[src/hdl/ltpc_defs.svh]
// Purpose: shared constants of the link training port control block
// Assumes: one reference clock at 25 MHz
// Notes: words are 16 bits; marker, ctl, status, then pattern words
//
// Summary of operation
// - train only while enable high, else mission
// - restart input restarts training from any state
// - done detect when data-sending state entered
// - active output high throughout training
// - failure output on training timeout
// - frame lock per lane after training begins
// - show received preset and initialize bits
// - show received three tap update requests
// - show received three tap update status
// - 11-bit seed initialises training pattern generator
// - send preset and initialize in control block
// - send three tap requests in control block
// - send three tap status in status block
// - one-cycle pulse at received frame start
// - one-cycle pulse entering negotiation good check, only with i_an_enable high and i_an_bypass low
`ifndef LTPC_DEFS_SVH
`define LTPC_DEFS_SVH

`define LTPC_CLK_MHZ 25
`define LTPC_TIMEOUT_US 4000
`define LTPC_TIMEOUT_CYCLES (`LTPC_TIMEOUT_US * `LTPC_CLK_MHZ)
`define LTPC_FRAME_WORDS 16
`define LTPC_LOCK_FRAMES 3
`define LTPC_MARKER 16'ha5c3
`define LTPC_POS_CTL 1
`define LTPC_POS_STAT 2
`define LTPC_SEED_ZERO_FIX 11'h001

`endif

[src/hdl/ltpc_pkg.sv]
// Purpose: types of the link training port control block
// Assumes: constants live in ltpc_defs.svh
// Notes: field order inside the structs is the on-wire order
package ltpc_pkg;

  typedef enum logic [1:0] {
    LTPC_OFF,
    LTPC_TRAIN,
    LTPC_SEND_DATA,
    LTPC_FAIL
  } ltpc_state_t;

  typedef struct packed {
    logic preset_bit;
    logic init_bit;
    logic [1:0] post_tap_req;
    logic [1:0] main_tap_req;
    logic [1:0] pre_tap_req;
  } ltpc_ctl_t;

  typedef struct packed {
    logic [1:0] post_tap_status;
    logic [1:0] main_tap_status;
    logic [1:0] pre_tap_status;
  } ltpc_stat_t;

endpackage

[src/hdl/ltpc_prbs.sv]
// Purpose: 11-bit pseudo-random training pattern generator
// Assumes: polynomial x^11 + x^9 + 1, one step per enabled cycle
// Notes: an all-zero seed would freeze the register, so it is replaced
`timescale 1ns/100ps
`include "ltpc_defs.svh"
module ltpc_prbs (
  input wire logic i_ref_clk,
  input wire logic i_reset,
  input wire logic i_load,
  input wire logic [10:0] i_seed,
  input wire logic i_step,
  output logic [10:0] o_state
);

  always_ff @(posedge i_ref_clk) begin
    if (i_reset) begin
      o_state <= `LTPC_SEED_ZERO_FIX;
    end else if (i_load) begin
      o_state <= (i_seed == 11'h000) ? `LTPC_SEED_ZERO_FIX : i_seed;
    end else if (i_step) begin
      o_state <= {o_state[9:0], o_state[10] ^ o_state[8]};
    end
  end
endmodule // ltpc_prbs

[src/hdl/ltpc_top.sv]
// Purpose: per-lane link training control and status
// Assumes: host logic and deserialiser run on i_ref_clk
// Notes: frame layout is marker, control block, status block, pattern
`timescale 1ns/100ps
`include "ltpc_defs.svh"
module ltpc_top #(
  parameter int TIMEOUT_CYCLES = `LTPC_TIMEOUT_CYCLES,
  parameter int FRAME_WORDS = `LTPC_FRAME_WORDS,
  parameter int LOCK_FRAMES = `LTPC_LOCK_FRAMES
) (
  input wire logic i_ref_clk,
  input wire logic i_reset,
  input wire logic i_train_en_in,
  input wire logic i_train_restart_in,
  input wire logic i_rx_fir_done_in,
  input wire logic [10:0] i_pattern_seed_in,
  input wire ltpc_pkg::ltpc_ctl_t i_send_ctl,
  input wire ltpc_pkg::ltpc_stat_t i_send_stat,
  input wire logic [15:0] i_rx_data,
  input wire logic i_rx_valid,
  input wire logic i_an_enable,
  input wire logic i_an_bypass,
  input wire logic i_negotiation_good_check_state,
  output logic o_train_done_detect_out,
  output logic o_train_active_out,
  output logic o_train_timeout_fail_out,
  output logic o_train_frame_sync_out,
  output logic o_mission_mode,
  output ltpc_pkg::ltpc_ctl_t o_rcvd_ctl,
  output ltpc_pkg::ltpc_stat_t o_rcvd_stat,
  output logic o_rx_train_frame_start,
  output logic o_negotiation_good_check_pulse,
  output logic [15:0] o_tx_data,
  output logic o_tx_valid
);

  localparam int TW = $clog2(TIMEOUT_CYCLES + 1);
  localparam int FW = $clog2(FRAME_WORDS + 1);
  localparam int LW = $clog2(LOCK_FRAMES + 1);

  generate
    if (TIMEOUT_CYCLES < 1 || FRAME_WORDS < 4 || LOCK_FRAMES < 1) begin : g_bad
      $error("ltpc_top: unsupported parameter values");
    end
  endgenerate

  ltpc_pkg::ltpc_state_t state;
  ltpc_pkg::ltpc_state_t next_state;
  logic [TW-1:0] timer;
  logic [FW-1:0] tx_idx;
  logic [FW-1:0] rx_pos;
  logic [LW-1:0] good_frames;
  logic rx_lock;
  logic train_start;
  logic timed_out;
  logic st_train;
  logic rx_marker;
  logic good_check_seen;
  logic [10:0] pattern;
  ltpc_pkg::ltpc_ctl_t snap_ctl;
  ltpc_pkg::ltpc_stat_t snap_stat;

  assign st_train = (state == ltpc_pkg::LTPC_TRAIN);
  // a restart while enabled reloads state, timer, transmit framing and pattern seed, whatever the state
  assign train_start = i_train_en_in
    && (i_train_restart_in || state == ltpc_pkg::LTPC_OFF);
  assign timed_out = st_train && (timer == TW'(TIMEOUT_CYCLES - 1));
  assign rx_marker = i_rx_valid && (i_rx_data == `LTPC_MARKER);

  // training state
  always_comb begin
    next_state = state;
    if (!i_train_en_in) begin
      next_state = ltpc_pkg::LTPC_OFF;
    end else if (train_start) begin
      next_state = ltpc_pkg::LTPC_TRAIN;
    end else begin
      case (state)
        ltpc_pkg::LTPC_TRAIN: begin
          if (timed_out) begin
            next_state = ltpc_pkg::LTPC_FAIL;
          end else if (i_rx_fir_done_in && rx_lock) begin
            // the host only flags done once its FIR setup is finished
            next_state = ltpc_pkg::LTPC_SEND_DATA;
          end
        end
        default: next_state = state;
      endcase
    end
  end

  always_ff @(posedge i_ref_clk) begin
    if (i_reset) begin
      state <= ltpc_pkg::LTPC_OFF;
    end else begin
      state <= next_state;
    end
  end

  always_ff @(posedge i_ref_clk) begin
    if (i_reset || train_start) begin
      timer <= '0;
    end else if (st_train) begin
      timer <= timer + TW'(1);
    end
  end

  // status flags straight from the state register
  assign o_train_active_out = st_train;
  assign o_train_done_detect_out
    = (state == ltpc_pkg::LTPC_SEND_DATA);
  assign o_train_timeout_fail_out = (state == ltpc_pkg::LTPC_FAIL);
  assign o_mission_mode = (state == ltpc_pkg::LTPC_OFF);
  // lock is only reported once training has started
  assign o_train_frame_sync_out = rx_lock
    && (state != ltpc_pkg::LTPC_OFF);

  // transmit framing
  always_ff @(posedge i_ref_clk) begin
    if (i_reset || train_start) begin
      tx_idx <= '0;
    end else if (st_train) begin
      tx_idx <= (tx_idx == FW'(FRAME_WORDS - 1)) ? '0 : tx_idx + FW'(1);
    end
  end

  // fields are sampled once per frame, so the host must hold them a frame
  always_ff @(posedge i_ref_clk) begin
    if (i_reset) begin
      snap_ctl <= '0;
      snap_stat <= '0;
    end else if (st_train && tx_idx == '0) begin
      snap_ctl <= i_send_ctl;
      snap_stat <= i_send_stat;
    end
  end

  ltpc_prbs u_prbs (
    .i_ref_clk(i_ref_clk),
    .i_reset(i_reset),
    .i_load(train_start),
    .i_seed(i_pattern_seed_in),
    .i_step(st_train),
    .o_state(pattern)
  );

  always_ff @(posedge i_ref_clk) begin
    if (i_reset) begin
      o_tx_data <= 16'h0000;
      o_tx_valid <= 1'b0;
    end else begin
      o_tx_valid <= st_train && !train_start;
      if (tx_idx == '0) begin
        o_tx_data <= `LTPC_MARKER;
      end else if (tx_idx == FW'(`LTPC_POS_CTL)) begin
        o_tx_data <= {8'h00, snap_ctl};
      end else if (tx_idx == FW'(`LTPC_POS_STAT)) begin
        o_tx_data <= {10'h000, snap_stat};
      end else begin
        o_tx_data <= {5'h00, pattern};
      end
    end
  end

  // receive framing; both directions share one clock, so no crossing
  always_ff @(posedge i_ref_clk) begin
    if (i_reset) begin
      rx_pos <= FW'(FRAME_WORDS - 1);
    end else if (rx_marker) begin
      rx_pos <= '0;
    end else if (i_rx_valid && rx_pos != FW'(FRAME_WORDS - 1)) begin
      rx_pos <= rx_pos + FW'(1);
    end
  end

  // a missing marker where one was due drops lock at once
  always_ff @(posedge i_ref_clk) begin
    if (i_reset || !i_train_en_in) begin
      good_frames <= '0;
      rx_lock <= 1'b0;
    end else if (rx_marker) begin
      if (rx_pos == FW'(FRAME_WORDS - 1) && good_frames != '0) begin
        if (good_frames == LW'(LOCK_FRAMES)) begin
          rx_lock <= 1'b1;
        end else begin
          good_frames <= good_frames + LW'(1);
        end
      end else begin
        good_frames <= LW'(1);
        rx_lock <= 1'b0;
      end
    end else if (i_rx_valid && rx_pos == FW'(FRAME_WORDS - 1)) begin
      good_frames <= '0;
      rx_lock <= 1'b0;
    end
  end

  always_ff @(posedge i_ref_clk) begin
    if (i_reset) begin
      o_rx_train_frame_start <= 1'b0;
    end else begin
      o_rx_train_frame_start <= rx_marker;
    end
  end

  always_ff @(posedge i_ref_clk) begin
    if (i_reset) begin
      o_rcvd_ctl <= '0;
      o_rcvd_stat <= '0;
    end else if (i_rx_valid && !rx_marker) begin
      if (rx_pos == FW'(`LTPC_POS_CTL - 1)) begin
        o_rcvd_ctl <= i_rx_data[7:0];
      end
      if (rx_pos == FW'(`LTPC_POS_STAT - 1)) begin
        o_rcvd_stat <= i_rx_data[5:0];
      end
    end
  end

  // entry edge of the negotiation good-check state
  always_ff @(posedge i_ref_clk) begin
    if (i_reset) begin
      good_check_seen <= 1'b0;
      o_negotiation_good_check_pulse <= 1'b0;
    end else begin
      good_check_seen <= i_negotiation_good_check_state;
      o_negotiation_good_check_pulse <= i_negotiation_good_check_state
        && !good_check_seen && i_an_enable && !i_an_bypass;
    end
  end
endmodule // ltpc_top

[config.mk]
export PLATFORM = sky130hd
export DESIGN_NAME = ltpc_top
export DESIGN_NICKNAME = d
export VERILOG_FILES = /design/src/hdl/ltpc_pkg.sv /design/src/hdl/ltpc_prbs.sv /design/src/hdl/ltpc_top.sv
export VERILOG_INCLUDE_DIRS = /design/src /design/src/hdl
export SDC_FILE = /design/constraint.sdc
export NUM_CORES = 1
export LEC_CHECK = 0
export ABC_AREA = 0
export BUFFER_PORTS_ARGS = -buffer_cell sky130_fd_sc_hd__buf_2
export CAP_MARGIN = 10
export CORE_MARGIN = 2
export CORE_UTILIZATION = 55
export DETAILED_ROUTE_END_ITERATION = 16
export GPL_ROUTABILITY_DRIVEN = 1
export PLACE_DENSITY = 0.9
export SYNTH_ARGS = -nofsm -noshare
export SYNTH_HDL_FRONTEND = slang
export SYNTH_SLANG_ARGS = --single-unit
[constraint.sdc]
create_clock -name i_ref_clk -period 4.7 [get_ports i_ref_clk]
set_input_delay 0.47 -clock i_ref_clk [delete_from_list [all_inputs] [get_ports i_ref_clk]]
set_output_delay 0.47 -clock i_ref_clk [all_outputs]
set_load 0.005 [all_outputs]
* Yosys cells after proc, flatten, opt, wreduce, memory -nomap -nowiden
Index checks and enable logic that the tools add are counted.
Widths: inputs -> output; s select.
** Storage, ports and cells
- Bits in registers :: 91
- Memories kept :: 0
- Input bits :: 50
- Bits in read-only memories :: 0
- RAM bits :: 0
- Output and inout bits :: 38
- Latch bits :: 0
- Logic and storage cells :: 119
** Operators by class
- Multiply operators :: 0
- Div/mod/pow operators :: 0
- $lt $le $gt $ge :: 0
- Bitwise operators :: 2
- Eq/ne operators :: 14
- Shifts and indexed selects :: 0
- Add/sub/neg operators :: 4
- Reductions and logical operators :: 45
- Multiplexer cells :: 21
** Operators by type and width (count)
- $mux 11 :: 5
- $add 17x1->17 const B :: 1
- $eq 17x17->1 const B :: 1
- $eq 16x16->1 const B :: 1
- $mux 16 :: 1
- $logic_and 1x1->1 :: 14
- $mux 2 :: 6
- $reduce_and 2->1 :: 6
- $reduce_bool 2->1 :: 6
- $logic_not 11->1 :: 1
- $add 5x1->5 const B :: 2
- $eq 5x1->1 const B :: 2
- $eq 5x4->1 const B :: 2
- $logic_not 5->1 :: 2
- $mux 4 :: 2
- $eq 2x2->1 const B :: 3
- $mux 1 :: 6
- $reduce_or 2->1 :: 3
- $reduce_or 3->1 :: 2
- $eq 5x2->1 const B :: 1
- $logic_not 1->1 :: 5
- $mux 5 :: 1
- $ne 5x4->1 const B :: 1
- $reduce_or 4->1 :: 1
- other kinds (9) :: 11

* Logic depth before layout (Yosys ltp)
Gate-level depths: netlist of the first run.
- Depth after elaboration :: 5
- Mapped depth :: 8
- Depth with buffers taken out :: 7

* Cells and area by module
From an unflattened synthesis of the first run, not the netlist that was laid out.
** Second synthesis, totals
- Cell total of the unflattened synthesis :: 458
- Area total of the unflattened synthesis :: 3983.8 µm²
** By module, submodules not included
- ltpc_top :: area each 3429.5 µm², times used 1, cells an instance 404, seq. area each 1521.5 µm²
- ltpc_prbs :: area each 554.3 µm², times used 1, cells an instance 54, seq. area each 220.2 µm²

* Worst setup path after synthesis of the first run
OpenSTA, ideal clock, no wires.
- Kind :: input-to-reg
- From :: input port i_rx_data[3]
- To :: register rx_pos[2]
- Stages :: 5
- Data arrival time :: 1867 ps
- Buffers on the path :: 1
- Library setup time :: 122 ps
- Data required time :: 4578 ps
- Setup slack :: 2712 ps
- Path through :: or4b_4 -> nor4_4 -> buf_6 -> o21ai_2 -> a221o_1
** On the way
- Word-level cells in the longest chain between the ends :: 3
- Elaborated cells between the ends (all ways) :: 4
- Classes of those cells :: 1 x eq/ne; 1 x mux; 2 x reduce/logical
** RTL lines
- from (decl) :: line ltpc_top.sv:19 : input wire logic [15:0] i_rx_data,
- $eq 16x16->1 (no source line) (*)
- $logic_and 1x1->1 (*) :: line ltpc_top.sv:68 : assign rx_marker = i_rx_valid && (i_rx_data == `LTPC_MARKER);
- $mux 4 / $reduce_bool 2->1 (equally long branches)
- to (signal assigned) :: line ltpc_top.sv:168 : rx_pos <= FW'(FRAME_WORDS - 1);
- to (signal assigned) :: line ltpc_top.sv:172 : rx_pos <= rx_pos + FW'(1);
- to (decl) :: line ltpc_top.sv:51 : logic [FW-1:0] rx_pos;
Mark *: on every way between the ends. The rest lies on a longest branch, timed or not.
A chain may end at the register's enable or synchronous reset.

* Final worst setup path of the first run
- From :: register state[1]
- To :: register timer[13]
** On the way
- Word-level cells in the longest chain between the ends :: 4
- Elaborated cells between the ends (all ways) :: 5
- Classes of those cells :: 1 x eq/ne; 4 x reduce/logical
** RTL lines
- from (decl) :: line ltpc_top.sv:47 : ltpc_pkg::ltpc_state_t state;
- from (signal assigned) :: line ltpc_top.sv:94 : state <= ltpc_pkg::LTPC_OFF;
- from (signal assigned) :: line ltpc_top.sv:96 : state <= next_state;
- $logic_not 2->1 :: line ltpc_top.sv:66 : && (i_train_restart_in || state == ltpc_pkg::LTPC_OFF);
- $logic_or 1x1->1 :: line ltpc_top.sv:66
- $logic_and 1x1->1 :: line ltpc_top.sv:66
- $logic_or 1x1->1 :: line ltpc_top.sv:101 : if (i_reset || train_start) begin
- to (signal assigned) :: line ltpc_top.sv:104 : timer <= timer + TW'(1);
- to (decl) :: line ltpc_top.sv:49 : logic [TW-1:0] timer;
Parallel ways exist; a longest one is shown, timed or not.

==> results of run 1 <==
[registers in the layout (all words and copies together), names as in the netlist, 2 cells and up]
signal / cells
snap_stat: 6
tx_idx: 5
rx_pos: 5
o_rcvd_stat: 6
o_rcvd_ctl: 8
good_frames: 2
u_prbs.o_state: 11
state: 2
snap_ctl: 8
timer: 17
o_tx_data: 12
[cell usage after synthesis, types with 6 or more instances]
cell type and instances:
or3_1 6, nor2_1 33, a21oi_1 32, o21ai_0 11
ha_1 11, clkbuf_1 16, nand4_1 7, inv_1 13
nor3_1 6, mux2i_1 20, a311oi_1 12, dfxtp_1 87
nand2_1 97, and2_1 6, and3_1 6
[worst register-to-register path: cells and delay by family (launching register included)]
family | cells | cell delay (ns)
and+or+nand+nor | 3 | 1.40
buffers and inverters | 1 | 0.46
DFF | 1 | 0.37
AOI/OAI and AO/OA | 1 | 0.15
[kinds of logic after synthesis]
logic type               Yosys count
buffers and inverters             38
XOR/XNOR                          10
AO/OA/AOI/OAI                     84
multiplexers                      20
AND/OR/NAND/NOR                  198
flip-flops                        87
adder cells (fa/ha/maj)           11
other                              1
[worst min-delay path by stage]
stage,startpoint,to,slack [ns],cells after the start
global route,i_send_ctl[6],snap_ctl[6],0.35,3
floorplan,u_prbs.o_state[9],o_tx_data[9],0.42,2
global placement,o_rcvd_ctl[7],o_rcvd_ctl[7],0.44,2
CTS,i_send_stat[5],snap_stat[5],0.34,3
detailed placement,o_rcvd_ctl[1],o_rcvd_ctl[1],0.45,2
finish,i_send_ctl[3],snap_ctl[3],0.35,3
[power breakdown]
part           total [W]  internal [W]  leakage, nW  switching [W]
Clock           0.000567      0.000300        0.110       0.000267
Sequential      0.000813      0.000777        0.709      0.0000362
Combinational   0.000255      0.000115         1.09       0.000140
Total            0.00164       0.00119         1.91       0.000443
[cell usage in the layout, fill, tap and decap left out, types with 7 or more instances in the layout]
cell	count
a21oi_1	32
a311oi_1	12
buf_2	84
clkbuf_8	9
dfxtp_1	87
ha_1	11
inv_1	13
mux2i_1	20
nand2_1	97
nand4_1	7
nor2_1	33
o21ai_0	11
[layout make-up]
cell class	count	area (um2)	share of cell area
Clock buffer	9	124	0.0274
Clock inverter	6	91.3	0.0202
Inverter	14	52.6	0.0116
Multi-Input combinational cell	326	1970	0.435
Sequential cell	87	1740	0.386
Tap cell	96	120	0.0266
Timing Repair Buffer	84	420	0.0931
[through the flow]
stage          instance area, um2  utilization  setup slack, ns  total power (W)
2_1_floorplan                3890            -             2.71          0.00101
3_5_place_dp                 4300        0.629             2.18          0.00108
4_1_cts                      4520        0.661             2.23          0.00164
5_1_grt                      4520        0.661             1.94          0.00172
6_report                     4520        0.661             2.23          0.00164
3_3_place_gp                 4300        0.629             2.23          0.00106
[metal layers]
layer  vias to the layer above  track usage
li1                       1710            -
met1                      1591        0.294
met2                       133        0.388
met3                        12       0.0339
met4                         0       0.0964
met5                         -            0
==> metrics.yaml, run 1 <==
status: "completed"
min_path_type: "primary input to register"
row_count: 30
max_slew_margin: 0.390
postCtsSetupBuffers: 0
hold_slack_ns: 0.346
drc_errors: 0
areaGrowthSynthToFinish_pct: 16.3
synth_async_sr_flop_share: 0
cp_max_fo: 26
ys_ff_latch: 87
overflow: 0
synth-xor-area-share: 0.0226
fp.dieW_um: 88.0
endpoint: "timer[13]"
synth_cells: 449
initial_utilization: 0.568
path_buf_inv: 1
hpwlAfterDp_um: 6190
leakagePower_nw: 1.91
cp_top_family: "simple AND/OR/NAND/NOR gates"
drt_wl_total_um: 8550
fin_crit_ns: 2.47
dp_cells: 607
setup_viol: 0
ctsHtreeMaxLevel: 3
synth_fa_ha_area_frac: 0.0354
final_max_slew_viol_count: 0
cts-resized-gates: 0
synthMuxAreaShare: 0.0515
finalNonFillerCells: 622
cpPeakStageDelay_ns: 0.60
diodes: 0
synth_area_leaders: "dfxtp_1 (45%), nand2_1 (9.4%), mux2i_1 (5.2%)"
rrSetupSlack_ns: 2.23
end_kind: "register"
track_usage: 0.229
avgViaCountPerCell: 5.54
grt_pass1_wl_um: 14100
synth_edf_count: 0
vias: 3446
rr_worst_depth: 5
ys_warn_count: 0
wl_met3_um: 531
maxCapViolations: 0
post_drt_wl_per_cell_um: 13.7
grt_setup_unrepaired: "no"
synth_flop_cell: "dfxtp_1"
num-nets-final: 583
cts.sinks: 87
synth_compound_area_frac: 0.142
die_h_um: 88.0
globalplace.congestion: 0.866
first_iter_violations: 263
grt_pass1_vias: 3167
hold_viol_final: 0
crit_required_ns: 4.97
yosys.area_share.simple: 0.251
cts_hold_buf: 0
ant_nets: 0
cp-start-kind: "register"
cp_cell_sequence: "nand2b_1 > inv_2 > nand4_1 > or4_1 > a21oi_1"
dr.pass1.iters: 5
synthDominantAreaCellType: "dfxtp_1"
synth_seq_area_share: 0.448
syn_area_per_cell_um2: 8.65
synth_top_family_by_area: "simple AND/OR/NAND/NOR gates"
root_buffer: "clkbuf_8"
syn_area_um2: 3880
tightestPinTransition_ns: 0.903
finalCritPeriodShare: 0.525
die-area_um2: 7750
ir_worst_vdd_mv: 0.209
startpoint: "state[1]"
powerDensity_nw_per_um2: 362
fin_tns_setup_ns: 0
critPathSlowestCell: "or4_1"
path_class: "register to register"
antenna_found_initial: 0
cp_num_cells: 5
grt_max_degree: 40
wl_met2_um: 4170
reg2reg_from: "state[1]"
ios: 88
cts_buffers: 9
max_freq_ghz: 0.405
ys_types: 60
fillers: 572
clock_path_buffers: 2
wl_met1_um: 3710
cts_tree: "done"
worstPathArrival_ns: 2.74
regToRegEndpoint: "timer[13]"
synth_top_area_share: 0.448
clk_latency_ns: 0.36
routed.top_layer: "met4"
core_um2: 6830
skew_ns: 0.0174
layout-drive-gt1-share: 0.203
clkTransAtPathRegs_ns: 0.09
port_buffers: 84
Power figures use the tool's default switching activity.
==> run 2: changes to the inputs <==
CORE_UTILIZATION = 54   (was 55)
PLACE_DENSITY = 0.89   (was 0.9)
clock period = 2.48 ns   (was 4.7 ns; I/O delays follow)
==> run 2 against run 1 <==
Compared with the run above:
- die area grew 1.8%
- wire length is 5.1% higher
- highest routed layer unchanged
- largest power group unchanged
- fmax is 32% higher
==> metrics.yaml, run 2 (synthesis gave the netlist of run 1 again) <==
status: "completed"
postCtsSetupBuffers: 0
clock_path_buffers: 2
antenna_found_initial: 0
wl_met3_um: 634
grt_pass1_vias: 3310
cp_max_fo: 14
dp_cells: 615
regToRegEndpoint: "snap_stat[5]"
die_h_um: 88.8
drc_errors: 0
cp-start-kind: "register"
max_freq_ghz: 0.534
fin_tns_setup_ns: 0
min_from: "i_send_ctl[5]"
fillers: 544
skew_ns: 0.0104
ant_nets: 0
dr.pass1.iters: 5
largest_reg_flops: 17
setup_viol: 0
finalCritPeriodShare: 0.755
grt_setup_unrepaired: "no"
grt_max_degree: 39
avgViaCountPerCell: 5.59
crit_required_ns: 2.77
cts-resized-gates: 0
overflow: 0
rrSetupSlack_ns: 0.61
cts.sinks: 87
grt_pass1_wl_um: 14600
fp.dieW_um: 88.8
initial_utilization: 0.565
clkTransAtPathRegs_ns: 0.09
first_iter_violations: 217
clk_latency_ns: 0.36
track_usage: 0.237
maxCapViolations: 0
cts_hold_buf: 0
core_um2: 6870
layout_common_cells: "nand2_1 (97), dfxtp_1 (87), buf_2 (84)"
cts_buffers: 9
min_to: "snap_ctl[5]"
hold_depth: 3
ios: 88
max_slew_margin: 0.584
reg_top3: "timer (17), o_tx_data (12), u_prbs.o_state (11)"
largest_register: "timer"
fin_crit_ns: 1.87
cts_tree: "done"
hold_viol_final: 0
leakagePower_nw: 1.96
diodes: 0
finalNonFillerCells: 630
routed.top_layer: "met4"
layout_commonest_cell: "nand2_1"
row_count: 30
layout-drive-gt1-share: 0.215
wl_met2_um: 4480
root_buffer: "clkbuf_8"
tightestPinTransition_ns: 0.622
die-area_um2: 7890
port_buffers: 84
path_class: "register to register"
globalplace.congestion: 0.850
worstPathArrival_ns: 2.16
reg2reg_from: "tx_idx[0]"
end_kind: "register"
final_max_slew_viol_count: 0
wl_met1_um: 3730
ir_worst_vdd_mv: 0.476
powerDensity_nw_per_um2: 702
hpwlAfterDp_um: 6480
drt_wl_total_um: 8990
areaGrowthSynthToFinish_pct: 18.5
ctsHtreeMaxLevel: 3
vias: 3520
post_drt_wl_per_cell_um: 14.3
min_path_type: "primary input to register"
rr_worst_depth: 7
num-nets-final: 591
[run 2: changes by cell type in the layout (fill, tap and decap cells not counted)]
cell and delta:
bufinv_16 +1, buf_4 +8, clkinv_2 -1
[run 2: worst max path at each step]
stage | depth (start not counted) | start | end | slack (ns)
floorplan | 8 | tx_idx[0] | snap_ctl[1] | 0.69
global placement | 6 | i_rx_data[3] | rx_pos[1] | 0.44
detailed placement | 6 | i_rx_data[3] | rx_pos[1] | 0.37
CTS | 7 | tx_idx[0] | snap_stat[5] | 0.63
global route | 5 | state[0] | timer[15] | 0.45
finish | 7 | tx_idx[0] | snap_stat[5] | 0.61
[run 2: layout make-up]
| class | instances | area (um2) | share of cell area |
|---|---|---|---|
| Clock buffer | 9 | 124 | 0.0269 |
| Clock inverter | 6 | 116 | 0.0253 |
| Inverter | 14 | 52.6 | 0.0114 |
| Multi-Input combinational cell | 326 | 1970 | 0.427 |
| Sequential cell | 87 | 1740 | 0.379 |
| Tap cell | 96 | 120 | 0.0261 |
| Timing Repair Buffer | 92 | 480 | 0.104 |
[run 2: power breakdown]
group | internal, W | switching [W] | total (W) | leakage, nW
combinational | 0.000225 | 0.000267 | 0.000492 | 1.13
sequential | 0.00147 | 0.0000745 | 0.00155 | 0.709
clock | 0.000672 | 0.000516 | 0.00119 | 0.120
[run 2: per-layer routing]
metal,GRT usage,vias to the layer above
li1,-,1729
met1,0.274,1642
met2,0.419,134
met3,0.0597,15
met4,0.0895,0
met5,0,-
[run 2: worst max-delay path, cell delays in order (launching register included)]
cell and delay (ns):
dfxtp_1 0.35, inv_1 0.13, ha_1 0.17, or4b_1 0.60
nor2_1 0.15, buf_4 0.20, nand2_1 0.07, a21oi_1 0.13
[run 2: per-stage QoR]
stage | hold WS (ns) | util | setup slack, ns | instance area [um2] | total power (W)
finish | 0.116 | 0.670 | 0.606 | 4600 | 0.00323
global route | 0.112 | 0.670 | 0.450 | 4600 | 0.00336
CTS | 0.106 | 0.670 | 0.631 | 4600 | 0.00323
detailed placement | 0.450 | 0.635 | 0.375 | 4360 | 0.00206
global placement | 0.441 | 0.635 | 0.443 | 4360 | 0.00202
floorplan | 0.384 | - | 0.686 | 3890 | 0.00191
